===== src/design/timer_pkg.sv =====
// constants shared by the dual timer control block
// assumes an 8-bit register port with a 3-bit register index
package timer_pkg;
  // register indices on the plain register port
  localparam logic [2:0] IDX_MODE     = 3'h0;
  localparam logic [2:0] IDX_FLAGS    = 3'h1;
  localparam logic [2:0] IDX_UPPER    = 3'h2;
  localparam logic [2:0] IDX_LOWER    = 3'h3;
  localparam logic [2:0] IDX_UPPER_CMP = 3'h4;
  localparam logic [2:0] IDX_LOWER_CMP = 3'h5;
  // mode register fields
  localparam int HIGH_LEVEL_BIT = 7;
  localparam int HIGH_SEL_MSB   = 6;
  localparam int HIGH_SEL_LSB   = 4;
  localparam int LOW_LEVEL_BIT  = 3;
  localparam int LOW_SEL_MSB    = 2;
  localparam int LOW_SEL_LSB    = 0;
  // flags register fields
  localparam int HIGH_OVF_BIT   = 7;
  localparam int HIGH_MATCH_BIT = 6;
  localparam int HIGH_OVIE_BIT  = 5;
  localparam int HIGH_CLR_BIT   = 4;
  localparam int LOW_OVF_BIT    = 3;
  localparam int LOW_MATCH_BIT  = 2;
  localparam int LOW_OVIE_BIT   = 1;
  localparam int LOW_CLR_BIT    = 0;
  localparam logic [7:0] FLAG_MASK = 8'hcc;
  // reset values
  localparam logic [7:0] MODE_RESET  = 8'h00;
  localparam logic [7:0] FLAGS_RESET = 8'h00;
  localparam logic [7:0] COUNT_RESET = 8'h00;
  localparam logic [7:0] CMP_RESET   = 8'hff;
  // clock source codes
  localparam logic [2:0] SEL_DIV32  = 3'h4;
  localparam logic [2:0] SEL_DIV16  = 3'h5;
  localparam logic [2:0] SEL_DIV4   = 3'h6;
  localparam logic [2:0] SEL_WDIV4  = 3'h7;
  // divider ratios
  localparam int SYS_DIV_MAX   = 32;
  localparam int WATCH_DIV     = 4;
endpackage : timer_pkg


===== src/design/tick_if.sv =====
// count enable pulses from the prescaler to the timer core
// assumes all pulses are one system clock long
interface tick_if;
  logic div32;
  logic div16;
  logic div4;
  logic wdiv4;
  modport src (output div32, output div16, output div4, output wdiv4);
  modport dst (input div32, input div16, input div4, input wdiv4);
endinterface : tick_if


===== src/design/tick_source.sv =====
// prescaler: system clock divided by 32, 16 and 4, watch clock divided by 4
// assumes the watch clock level is synchronous to sys_clk_i and much slower
module tick_source #(
  parameter int WDIV = timer_pkg::WATCH_DIV
) (
  input  wire logic sys_clk_i,
  input  wire logic rst_n,
  input  wire logic watch_clk,
  tick_if.src       ticks
);
  logic [4:0] pre_r, pre_nxt;
  logic [1:0] wcnt_r, wcnt_nxt;
  logic       wprev_r;
  logic       d32_r, d16_r, d4_r, w4_r;
  logic       d32_nxt, d16_nxt, d4_nxt, w4_nxt;
  logic       wrise;

  always_comb begin
    wrise    = watch_clk & ~wprev_r;
    pre_nxt  = pre_r + 5'h01;
    d32_nxt  = (pre_r == 5'h1f);
    d16_nxt  = (pre_r[3:0] == 4'hf);
    d4_nxt   = (pre_r[1:0] == 2'h3);
    wcnt_nxt = wcnt_r;
    w4_nxt   = 1'b0;
    if (wrise) begin
      if (wcnt_r == 2'(WDIV - 1)) begin
        wcnt_nxt = 2'h0;
        w4_nxt   = 1'b1;
      end else begin
        wcnt_nxt = wcnt_r + 2'h1;
      end
    end
  end

  always_ff @(posedge sys_clk_i or negedge rst_n) begin
    if (!rst_n) begin
      pre_r   <= 5'h00;
      wcnt_r  <= 2'h0;
      wprev_r <= 1'b0;
      d32_r   <= 1'b0;
      d16_r   <= 1'b0;
      d4_r    <= 1'b0;
      w4_r    <= 1'b0;
    end else begin
      pre_r   <= pre_nxt;
      wcnt_r  <= wcnt_nxt;
      wprev_r <= watch_clk;
      d32_r   <= d32_nxt;
      d16_r   <= d16_nxt;
      d4_r    <= d4_nxt;
      w4_r    <= w4_nxt;
    end
  end

  assign ticks.div32 = d32_r;
  assign ticks.div16 = d16_r;
  assign ticks.div4  = d4_r;
  assign ticks.wdiv4 = w4_r;
endmodule : tick_source


===== src/design/event_edge.sv =====
// edge detector on the external event pin, polarity chosen by edge select
// assumes the pin is synchronous to sys_clk_i
module event_edge (
  input  wire logic sys_clk_i,
  input  wire logic rst_n,
  input  wire logic pin,
  input  wire logic rising_sel,
  output logic      edge_pulse
);
  logic prev_r;

  always_comb begin
    edge_pulse = rising_sel ? (pin & ~prev_r) : (~pin & prev_r);
  end

  always_ff @(posedge sys_clk_i or negedge rst_n) begin
    if (!rst_n) begin
      prev_r <= 1'b0;
    end else begin
      prev_r <= pin;
    end
  end
endmodule : event_edge


===== src/design/dual_timer_control_status.sv =====
// 16-bit compare-match timer, or two 8-bit timers, with mode and flag registers
// assumes a plain register port: strobes one cycle, read data the cycle after
module dual_timer_control_status (
  input  wire logic       sys_clk_i,
  input  wire logic       resetn_i,
  input  wire logic [2:0] addr_i,
  input  wire logic [7:0] wdata_i,
  input  wire logic       wr_i,
  input  wire logic       rd_i,
  output logic      [7:0] rdata_o,
  input  wire logic       event_input_pin_i,
  input  wire logic       event_edge_select_i,
  input  wire logic       watch_clk_i,
  output logic            upper_toggle_pin_o,
  output logic            lower_toggle_pin_o,
  output logic            high_irq_o,
  output logic            low_irq_o
);
  logic [1:0] rst_sync_r;
  logic       rst_n;
  logic [7:0] mode_r, mode_nxt;
  logic [7:0] flags_r, flags_nxt;
  logic [7:0] arm_r, arm_nxt;
  logic [7:0] upper_r, upper_nxt;
  logic [7:0] lower_r, lower_nxt;
  logic [7:0] ucmp_r, ucmp_nxt;
  logic [7:0] lcmp_r, lcmp_nxt;
  logic       upin_r, upin_nxt;
  logic       lpin_r, lpin_nxt;
  logic [7:0] rdata_r, rdata_nxt;
  logic       hirq_r, hirq_nxt;
  logic       lirq_r, lirq_nxt;
  logic       wide_mode, ev_pulse;
  logic       low_tick, high_tick, low_eq, up_eq, wide_eq;
  logic       low_match_ev, high_match_ev, wide_clr, low_clr, high_clr;
  logic       low_wrap, high_wrap;
  logic [7:0] set_bits, clr_bits;

  tick_if ticks ();

  tick_source u_ticks (
    .sys_clk_i (sys_clk_i),
    .rst_n     (rst_n),
    .watch_clk (watch_clk_i),
    .ticks     (ticks.src)
  );

  event_edge u_edge (
    .sys_clk_i  (sys_clk_i),
    .rst_n      (rst_n),
    .pin        (event_input_pin_i),
    .rising_sel (event_edge_select_i),
    .edge_pulse (ev_pulse)
  );

  // internal clock source for one counter lane
  function automatic logic sel_tick(input logic [2:0] sel, input logic d32,
                                    input logic d16, input logic d4, input logic w4);
    unique case (sel)
      timer_pkg::SEL_DIV32: sel_tick = d32;
      timer_pkg::SEL_DIV16: sel_tick = d16;
      timer_pkg::SEL_DIV4:  sel_tick = d4;
      timer_pkg::SEL_WDIV4: sel_tick = w4;
      default:              sel_tick = 1'b0;
    endcase
  endfunction : sel_tick

  always_ff @(posedge sys_clk_i or negedge resetn_i) begin
    if (!resetn_i) begin
      rst_sync_r <= 2'h0;
    end else begin
      rst_sync_r <= {rst_sync_r[0], 1'b1};
    end
  end
  assign rst_n = rst_sync_r[1];

  // counting datapath
  always_comb begin
    wide_mode = ~mode_r[timer_pkg::HIGH_SEL_MSB];
    low_tick  = mode_r[timer_pkg::LOW_SEL_MSB]
              ? sel_tick(mode_r[timer_pkg::LOW_SEL_MSB:timer_pkg::LOW_SEL_LSB],
                         ticks.div32, ticks.div16, ticks.div4, ticks.wdiv4)
              : ev_pulse;
    low_eq    = (lower_r == lcmp_r);
    up_eq     = (upper_r == ucmp_r);
    wide_eq   = low_eq & up_eq;
    low_match_ev = low_tick & (wide_mode ? wide_eq : low_eq);
    wide_clr  = wide_mode & low_match_ev & flags_r[timer_pkg::HIGH_CLR_BIT];
    low_clr   = ~wide_mode & low_match_ev & flags_r[timer_pkg::LOW_CLR_BIT];
    low_wrap  = low_tick & (lower_r == 8'hff) & ~wide_clr & ~low_clr;
    high_tick = wide_mode ? low_wrap
              : sel_tick(mode_r[timer_pkg::HIGH_SEL_MSB:timer_pkg::HIGH_SEL_LSB],
                         ticks.div32, ticks.div16, ticks.div4, ticks.wdiv4);
    high_match_ev = wide_mode ? low_match_ev : (high_tick & up_eq);
    high_clr  = wide_mode ? wide_clr
              : (high_match_ev & flags_r[timer_pkg::HIGH_CLR_BIT]);
    high_wrap = high_tick & (upper_r == 8'hff) & ~high_clr;
    lower_nxt = lower_r;
    upper_nxt = upper_r;
    if (wide_clr || low_clr) begin
      lower_nxt = timer_pkg::COUNT_RESET;
    end else if (low_tick) begin
      lower_nxt = lower_r + 8'h01;
    end
    if (high_clr) begin
      upper_nxt = timer_pkg::COUNT_RESET;
    end else if (high_tick) begin
      upper_nxt = upper_r + 8'h01;
    end
    // a software load of a counter wins over counting
    if (wr_i && addr_i == timer_pkg::IDX_LOWER) begin
      lower_nxt = wdata_i;
    end
    if (wr_i && addr_i == timer_pkg::IDX_UPPER) begin
      upper_nxt = wdata_i;
    end
  end

  always_ff @(posedge sys_clk_i or negedge rst_n) begin
    if (!rst_n) begin
      lower_r <= timer_pkg::COUNT_RESET;
      upper_r <= timer_pkg::COUNT_RESET;
    end else begin
      lower_r <= lower_nxt;
      upper_r <= upper_nxt;
    end
  end

  // registers, flags, pins and requests
  always_comb begin
    set_bits = 8'h00;
    set_bits[timer_pkg::HIGH_OVF_BIT]   = high_wrap;
    set_bits[timer_pkg::HIGH_MATCH_BIT] = high_match_ev;
    set_bits[timer_pkg::LOW_OVF_BIT]    = ~wide_mode & low_wrap;
    set_bits[timer_pkg::LOW_MATCH_BIT]  = ~wide_mode & low_match_ev;
    mode_nxt  = mode_r;
    flags_nxt = flags_r;
    arm_nxt   = arm_r;
    ucmp_nxt  = ucmp_r;
    lcmp_nxt  = lcmp_r;
    clr_bits  = 8'h00;
    if (wr_i) begin
      unique case (addr_i)
        timer_pkg::IDX_MODE:      mode_nxt = wdata_i;
        timer_pkg::IDX_UPPER_CMP: ucmp_nxt = wdata_i;
        timer_pkg::IDX_LOWER_CMP: lcmp_nxt = wdata_i;
        timer_pkg::IDX_FLAGS: begin
          clr_bits  = ~wdata_i & arm_r & timer_pkg::FLAG_MASK;
          flags_nxt = (flags_r & timer_pkg::FLAG_MASK) | (wdata_i & ~timer_pkg::FLAG_MASK);
          arm_nxt   = 8'h00;
        end
        default: ;
      endcase
    end
    flags_nxt = (flags_nxt & ~clr_bits) | set_bits;
    if (rd_i && addr_i == timer_pkg::IDX_FLAGS) begin
      arm_nxt = flags_r & timer_pkg::FLAG_MASK;
    end
    rdata_nxt = 8'h00;
    if (rd_i) begin
      unique case (addr_i)
        timer_pkg::IDX_FLAGS:     rdata_nxt = flags_r;
        timer_pkg::IDX_UPPER:     rdata_nxt = upper_r;
        timer_pkg::IDX_LOWER:     rdata_nxt = lower_r;
        timer_pkg::IDX_UPPER_CMP: rdata_nxt = ucmp_r;
        timer_pkg::IDX_LOWER_CMP: rdata_nxt = lcmp_r;
        default:                  rdata_nxt = 8'h00;
      endcase
    end
    upin_nxt = upin_r ^ high_match_ev;
    lpin_nxt = lpin_r ^ (~wide_mode & low_match_ev);
    // a level write beats a simultaneous toggle
    if (wr_i && addr_i == timer_pkg::IDX_MODE) begin
      upin_nxt = wdata_i[timer_pkg::HIGH_LEVEL_BIT];
      lpin_nxt = wdata_i[timer_pkg::LOW_LEVEL_BIT];
    end
    hirq_nxt = high_match_ev | (high_wrap & flags_r[timer_pkg::HIGH_OVIE_BIT]);
    lirq_nxt = ~wide_mode
             & (low_match_ev | (low_wrap & flags_r[timer_pkg::LOW_OVIE_BIT]));
  end

  always_ff @(posedge sys_clk_i or negedge rst_n) begin
    if (!rst_n) begin
      mode_r  <= timer_pkg::MODE_RESET;
      flags_r <= timer_pkg::FLAGS_RESET;
      arm_r   <= 8'h00;
      ucmp_r  <= timer_pkg::CMP_RESET;
      lcmp_r  <= timer_pkg::CMP_RESET;
      upin_r  <= 1'b0;
      lpin_r  <= 1'b0;
      rdata_r <= 8'h00;
      hirq_r  <= 1'b0;
      lirq_r  <= 1'b0;
    end else begin
      mode_r  <= mode_nxt;
      flags_r <= flags_nxt;
      arm_r   <= arm_nxt;
      ucmp_r  <= ucmp_nxt;
      lcmp_r  <= lcmp_nxt;
      upin_r  <= upin_nxt;
      lpin_r  <= lpin_nxt;
      rdata_r <= rdata_nxt;
      hirq_r  <= hirq_nxt;
      lirq_r  <= lirq_nxt;
    end
  end

  assign rdata_o            = rdata_r;
  assign upper_toggle_pin_o = upin_r;
  assign lower_toggle_pin_o = lpin_r;
  assign high_irq_o         = hirq_r;
  assign low_irq_o          = lirq_r;
endmodule : dual_timer_control_status


===== config.mk =====
export PLATFORM = sky130hd
export DESIGN_NAME = dual_timer_control_status
export DESIGN_NICKNAME = d
export VERILOG_FILES = /design/src/design/timer_pkg.sv /design/src/design/tick_if.sv /design/src/design/tick_source.sv /design/src/design/event_edge.sv /design/src/design/dual_timer_control_status.sv
export SDC_FILE = /design/constraint.sdc
export NUM_CORES = 1
export LEC_CHECK = 0
export BUFFER_PORTS_ARGS = -buffer_cell sky130_fd_sc_hd__buf_2
export CAP_MARGIN = 20
export CELL_PAD_IN_SITES_DETAIL_PLACEMENT = 1
export CELL_PAD_IN_SITES_GLOBAL_PLACEMENT = 1
export CORE_MARGIN = 3
export CORE_UTILIZATION = 50
export CTS_CLUSTER_DIAMETER = 50
export DETAILED_ROUTE_END_ITERATION = 8
export PLACE_DENSITY = 0.87
export SYNTH_ARGS = -nofsm -noshare
export SYNTH_HDL_FRONTEND = slang
export SYNTH_SLANG_ARGS = --single-unit

===== constraint.sdc =====
create_clock -name sys_clk_i -period 7.17 [get_ports sys_clk_i]
set_clock_uncertainty 0.05 [all_clocks]
set_input_delay 0.3585 -clock sys_clk_i [delete_from_list [all_inputs] [get_ports sys_clk_i]]
set_output_delay 0.3585 -clock sys_clk_i [all_outputs]
set_load 0.02 [all_outputs]

==> results by stage <==
Outcome:
- The run finished with clean final reports.

Clock network:
- The post-CTS setup-driven buffer insertion count is 0.
- Clock tree synthesis found a total of 77 sinks.
- TritonCTS built the clock tree.
- The number of clock buffers inserted by TritonCTS is 9.
- The clock insertion delay at the later pin of the skew report is 360 ps.
- Clock tree synthesis selected as its root buffer the cell sky130_fd_sc_hd__clkbuf_8.
- The H-tree generated during clock tree synthesis spans 3 levels.
- The CTS clock-pin slew for the worst setup and hold paths is 80 ps.
- No sink is reached through more buffers than the 2 on the longest clock path.

Place:
- The detailed-placement wirelength estimate is 7460 um.
- In this run the tool buffered the top-level ports with 29 buffer cells.
- Routability-driven placement finished with a final weighted congestion of 0.833.

Timing:
- Setup repair after global routing left no endpoint under its margin.
- The minimum period implied by the final worst setup slack is 2730 ps.
- Headroom to the max-slew limit came out at 34.7%.
- The final number of max-transition violations came to 0.
- The worst path uses 38.0% of the clock period.
- For the pin with the worst max-slew slack, the measured transition is 980 ps.
- The hold slack is 61.5 ps.
- Summed over all failing endpoints, the final setup total negative slack is 0 ps.
- The number of hold-slack violations in the final timing report is 0.
- The timing-limited maximum frequency is 367 MHz.
- Setup violations remaining at the end of the flow were counted as 0.

Cells and area:
- In the final layout, the share of cells above drive strength 1 is 24.8%.
- Once layout is complete, the utilization of the core stands at 58.7%.
- The relative area change from synthesis to final layout is 12.3%.
- The final net count is 405.
- Fill cells in the final layout number 822.
- The number of antenna cells inserted is 0.

Global routing:
- The total overflow left after global routing is 0.
- The global routing usage summed across all routing layers is 25.5%.
- The via count of the first global-routing pass was 3,165.
- Entering global routing, the biggest net connects 76 pins.
- The first global-routing pass estimated 16,800 um of wire.
- The initial antenna violation count is 0.

Power and ir drop:
- After layout, the design draws a total of 1.38 mW.
- The worst-case IR drop observed on VDD is 0.157 mV.
- The areal power density over the cells is 319 mW/mm2.
- Summed over all cells, the static leakage comes to 1.81 nW.

Hold path:
- The path class of the tightest hold or removal check is in2reg.

Synth:
- The post-synthesis cell count is 354.
- Counting distinct cell types in the post-synthesis netlist gives 52.
- Of all flip-flops after synthesis, the portion carrying an async set or reset was 100%.
- The cell area after technology mapping is 0.00385 mm2.
- The commonest register cell after synthesis is sky130_fd_sc_hd__dfrtp_1.
- The synthesized flop and latch total is 77.
- By area the synthesized netlist is led by sky130_fd_sc_hd__dfrtp_1 40%, sky130_fd_sc_hd__dfstp_2 11%, sky130_fd_sc_hd__mux2_2 8.5%.
- The biggest area consumer among synthesized cells is sky130_fd_sc_hd__dfrtp_1.
- The number of synthesized flops with an enable pin is 0.
- Yosys printed 0 warnings.
- Each instance of the synthesized netlist takes up on average 10.9 um2.
- The area share of the leading cell type in the synthesized netlist is 39.6%.
- The post-synth net total is 377.
- Sequential elements use 50.6% of the synthesized area.

Routing:
- The post-route DRC violation count is 0.
- The detailed-routing iteration count for the pre-antenna-repair pass is 4.
- The remaining antenna violation count after routing is 0.
- After detailed routing, the average wire length per cell comes to 21.7 um.
- In the routed layout, each cell is associated on average with a via count of 6.16.
- The routed layout has 2,996 vias.
- The detailed router finished its first iteration with 205 violations.
- The overall routed net length is 10,600 um.

Critical path:
- The kind of end point of the critical path is a flop.
- The type of origin of the critical path is a flop.
- The largest individual stage delay along the critical path comes from the cell sky130_fd_sc_hd__a21oi_1.
- Walking the worst path, the cells encountered are mux2_2 -> o22ai_1 -> nor4_1 -> a21oi_1 -> or4b_1 -> nand3_1.
- The kind of cell with the highest combined delay along the critical path is compound AO/OA/AOI/OAI gates.
- The signal arrival time at the worst endpoint is 2970 ps.
- The path type of the worst setup path is reg2reg.
- The total buffers and inverters traversed by the critical path is 0.
- The delay contributed by the slowest stage of the critical path is 790 ps.
- In this run the worst path has a maximum fanout of 15.
- The data required time of the worst path is 7410 ps.

Floorplan:
- The number of core rows is 31.
- The number of primary I/O pins is 30.
- The vertical die dimension is 93.8 um.
- From left edge to right edge, the die measures 93.8 um.
- The floorplan step defined a die boundary enclosing 0.00879 mm2.
- The starting density of the core is 52.3%.
- The placeable core area is 0.00737 mm2.

Run:
- The number of max-capacitance violations reported is 0.
-- synth_stat cells, drive strengths merged, types with 2 or more instances --
master and count:
xor2 3, nor3 7, dfstp 16, xnor2 24
o22ai 2, o31ai 8, buf 4, inv 6
nand4 8, a22oi 10, and2 3, mux2 29
nand3 15, and4 3, clkbuf 11, mux2i 9
nor2 23, a2bb2oi 3, o311ai 2, a22o 2
o211ai 2, nor2b 3, or2 2, a21o 3
ha 5, a32o 5, o21ai 8, nand2 31
nand4b 4, nand2b 6, dfrtp 61, a21oi 21
-- cell families after synthesis --
logic type,share of synthesized area (%)
AOI/OAI and AO/OA,13.2
muxes,11.4
other,0.0974
and+or+nand+nor,14.5
buffers and inverters,2.44
adders and majority gates,1.62
DFF,50.6
xor gates and xnor gates,6.14
-- power breakdown --
group | leakage [nW] | switching [mW] | total [mW] | internal, mW
clock | 0.116 | 0.168 | 0.400 | 0.233
sequential | 0.934 | 0.126 | 0.658 | 0.532
combinational | 0.762 | 0.162 | 0.321 | 0.159
total | 1.81 | 0.456 | 1.38 | 0.924
-- cells in the final DEF, fill, tap and decap left out, types with 3 or more instances in the layout --
cell | synthesis | routed
sky130_fd_sc_hd__a32o_1 | 5 | 5
sky130_fd_sc_hd__a2bb2oi_1 | 3 | 3
sky130_fd_sc_hd__nand2_1 | 31 | 31
sky130_fd_sc_hd__mux2_2 | 29 | 29
sky130_fd_sc_hd__dfstp_2 | 16 | 16
sky130_fd_sc_hd__xor2_1 | 3 | 3
sky130_fd_sc_hd__nor2b_1 | 3 | 3
sky130_fd_sc_hd__nand4_1 | 8 | 8
sky130_fd_sc_hd__nand3_1 | 15 | 15
sky130_fd_sc_hd__and2_1 | 3 | 3
sky130_fd_sc_hd__buf_2 | 2 | 29
sky130_fd_sc_hd__nand2b_1 | 6 | 6
sky130_fd_sc_hd__mux2i_1 | 9 | 9
sky130_fd_sc_hd__clkbuf_8 | 0 | 9
sky130_fd_sc_hd__ha_1 | 5 | 5
sky130_fd_sc_hd__a21o_1 | 3 | 3
sky130_fd_sc_hd__and4_1 | 3 | 3
sky130_fd_sc_hd__nor3_1 | 7 | 7
sky130_fd_sc_hd__o31ai_1 | 8 | 8
sky130_fd_sc_hd__dfrtp_1 | 61 | 60
sky130_fd_sc_hd__o21ai_0 | 8 | 8
sky130_fd_sc_hd__a22oi_1 | 10 | 10
sky130_fd_sc_hd__nor2_1 | 23 | 23
sky130_fd_sc_hd__bufinv_16 | 0 | 3
sky130_fd_sc_hd__a21oi_1 | 21 | 21
sky130_fd_sc_hd__xnor2_1 | 24 | 24
sky130_fd_sc_hd__nand4b_1 | 4 | 4
sky130_fd_sc_hd__inv_1 | 6 | 6
-- path summary, 6_finish.rpt --
path / start / end / slack (ps) / cells past startpoint
setup reg to reg: mode_r[0] / upper_r[3] / 4440 / 6
setup / recovery: mode_r[0] / upper_r[3] / 4440 / 6
hold reg to reg: rst_sync_r[0] / rst_sync_r[1] / 310 / 0
min in group asynchronous: resetn_i / rst_sync_r[1] / 260 / 2
hold / removal: watch_clk_i / u_ticks.wprev_r / 60 / 1
max in group asynchronous: rst_sync_r[1] / flags_r[0] / 6000 / 0
-- repair_timing --
action / CTS / global route
endpoints found under the setup margin: 0 / 0
hold buffers: 1 / 0
resized for setup: 0 / 0
endpoints found under the hold margin: 2 / 0
-- flip-flops by register name, indices dropped and copies added, names as in the netlist, 4 cells and up --
signal,count
ucmp_r,8
lcmp_r,8
flags_r,8
mode_r,6
upper_r,8
rdata_o,8
lower_r,8
u_ticks.pre_r,5
arm_r,4
-- layer usage --
layer | share of wire (%) | vias to the layer above | GRT usage [%] | wire length, um
li1 | - | 1350 | - | -
met1 | 42 | 1540 | 33.2 | 4390
met2 | 51 | 92 | 42.6 | 5360
met3 | 6.0 | 14 | 5.05 | 632
met4 | 1.6 | 0 | 8.78 | 164
met5 | 0 | - | 0 | 0
-- area by class of cell --
| class | instances | area, um2 | share of cell area, % |
|---|---|---|---|
| flip-flops and latches | 77 | 1950 | 45.1 |
| multi-input cells | 256 | 1810 | 41.9 |
| repair buffers | 32 | 170 | 3.94 |
| clock buffers | 9 | 124 | 2.86 |
| well taps | 99 | 124 | 2.86 |
| clock inverters | 7 | 123 | 2.84 |
| inverters | 6 | 22.5 | 0.521 |
-- through the flow --
stage          cell area, um2  setup slack [ps]  instances
2_1_floorplan            3850              4840        354
3_3_place_gp             4070              4470        469
3_5_place_dp             4070              4390        469
4_1_cts                  4320              4460        486
5_1_grt                  4320              4220        486
6_report                 4320              4440        486
(Power assumes the default switching activity.)
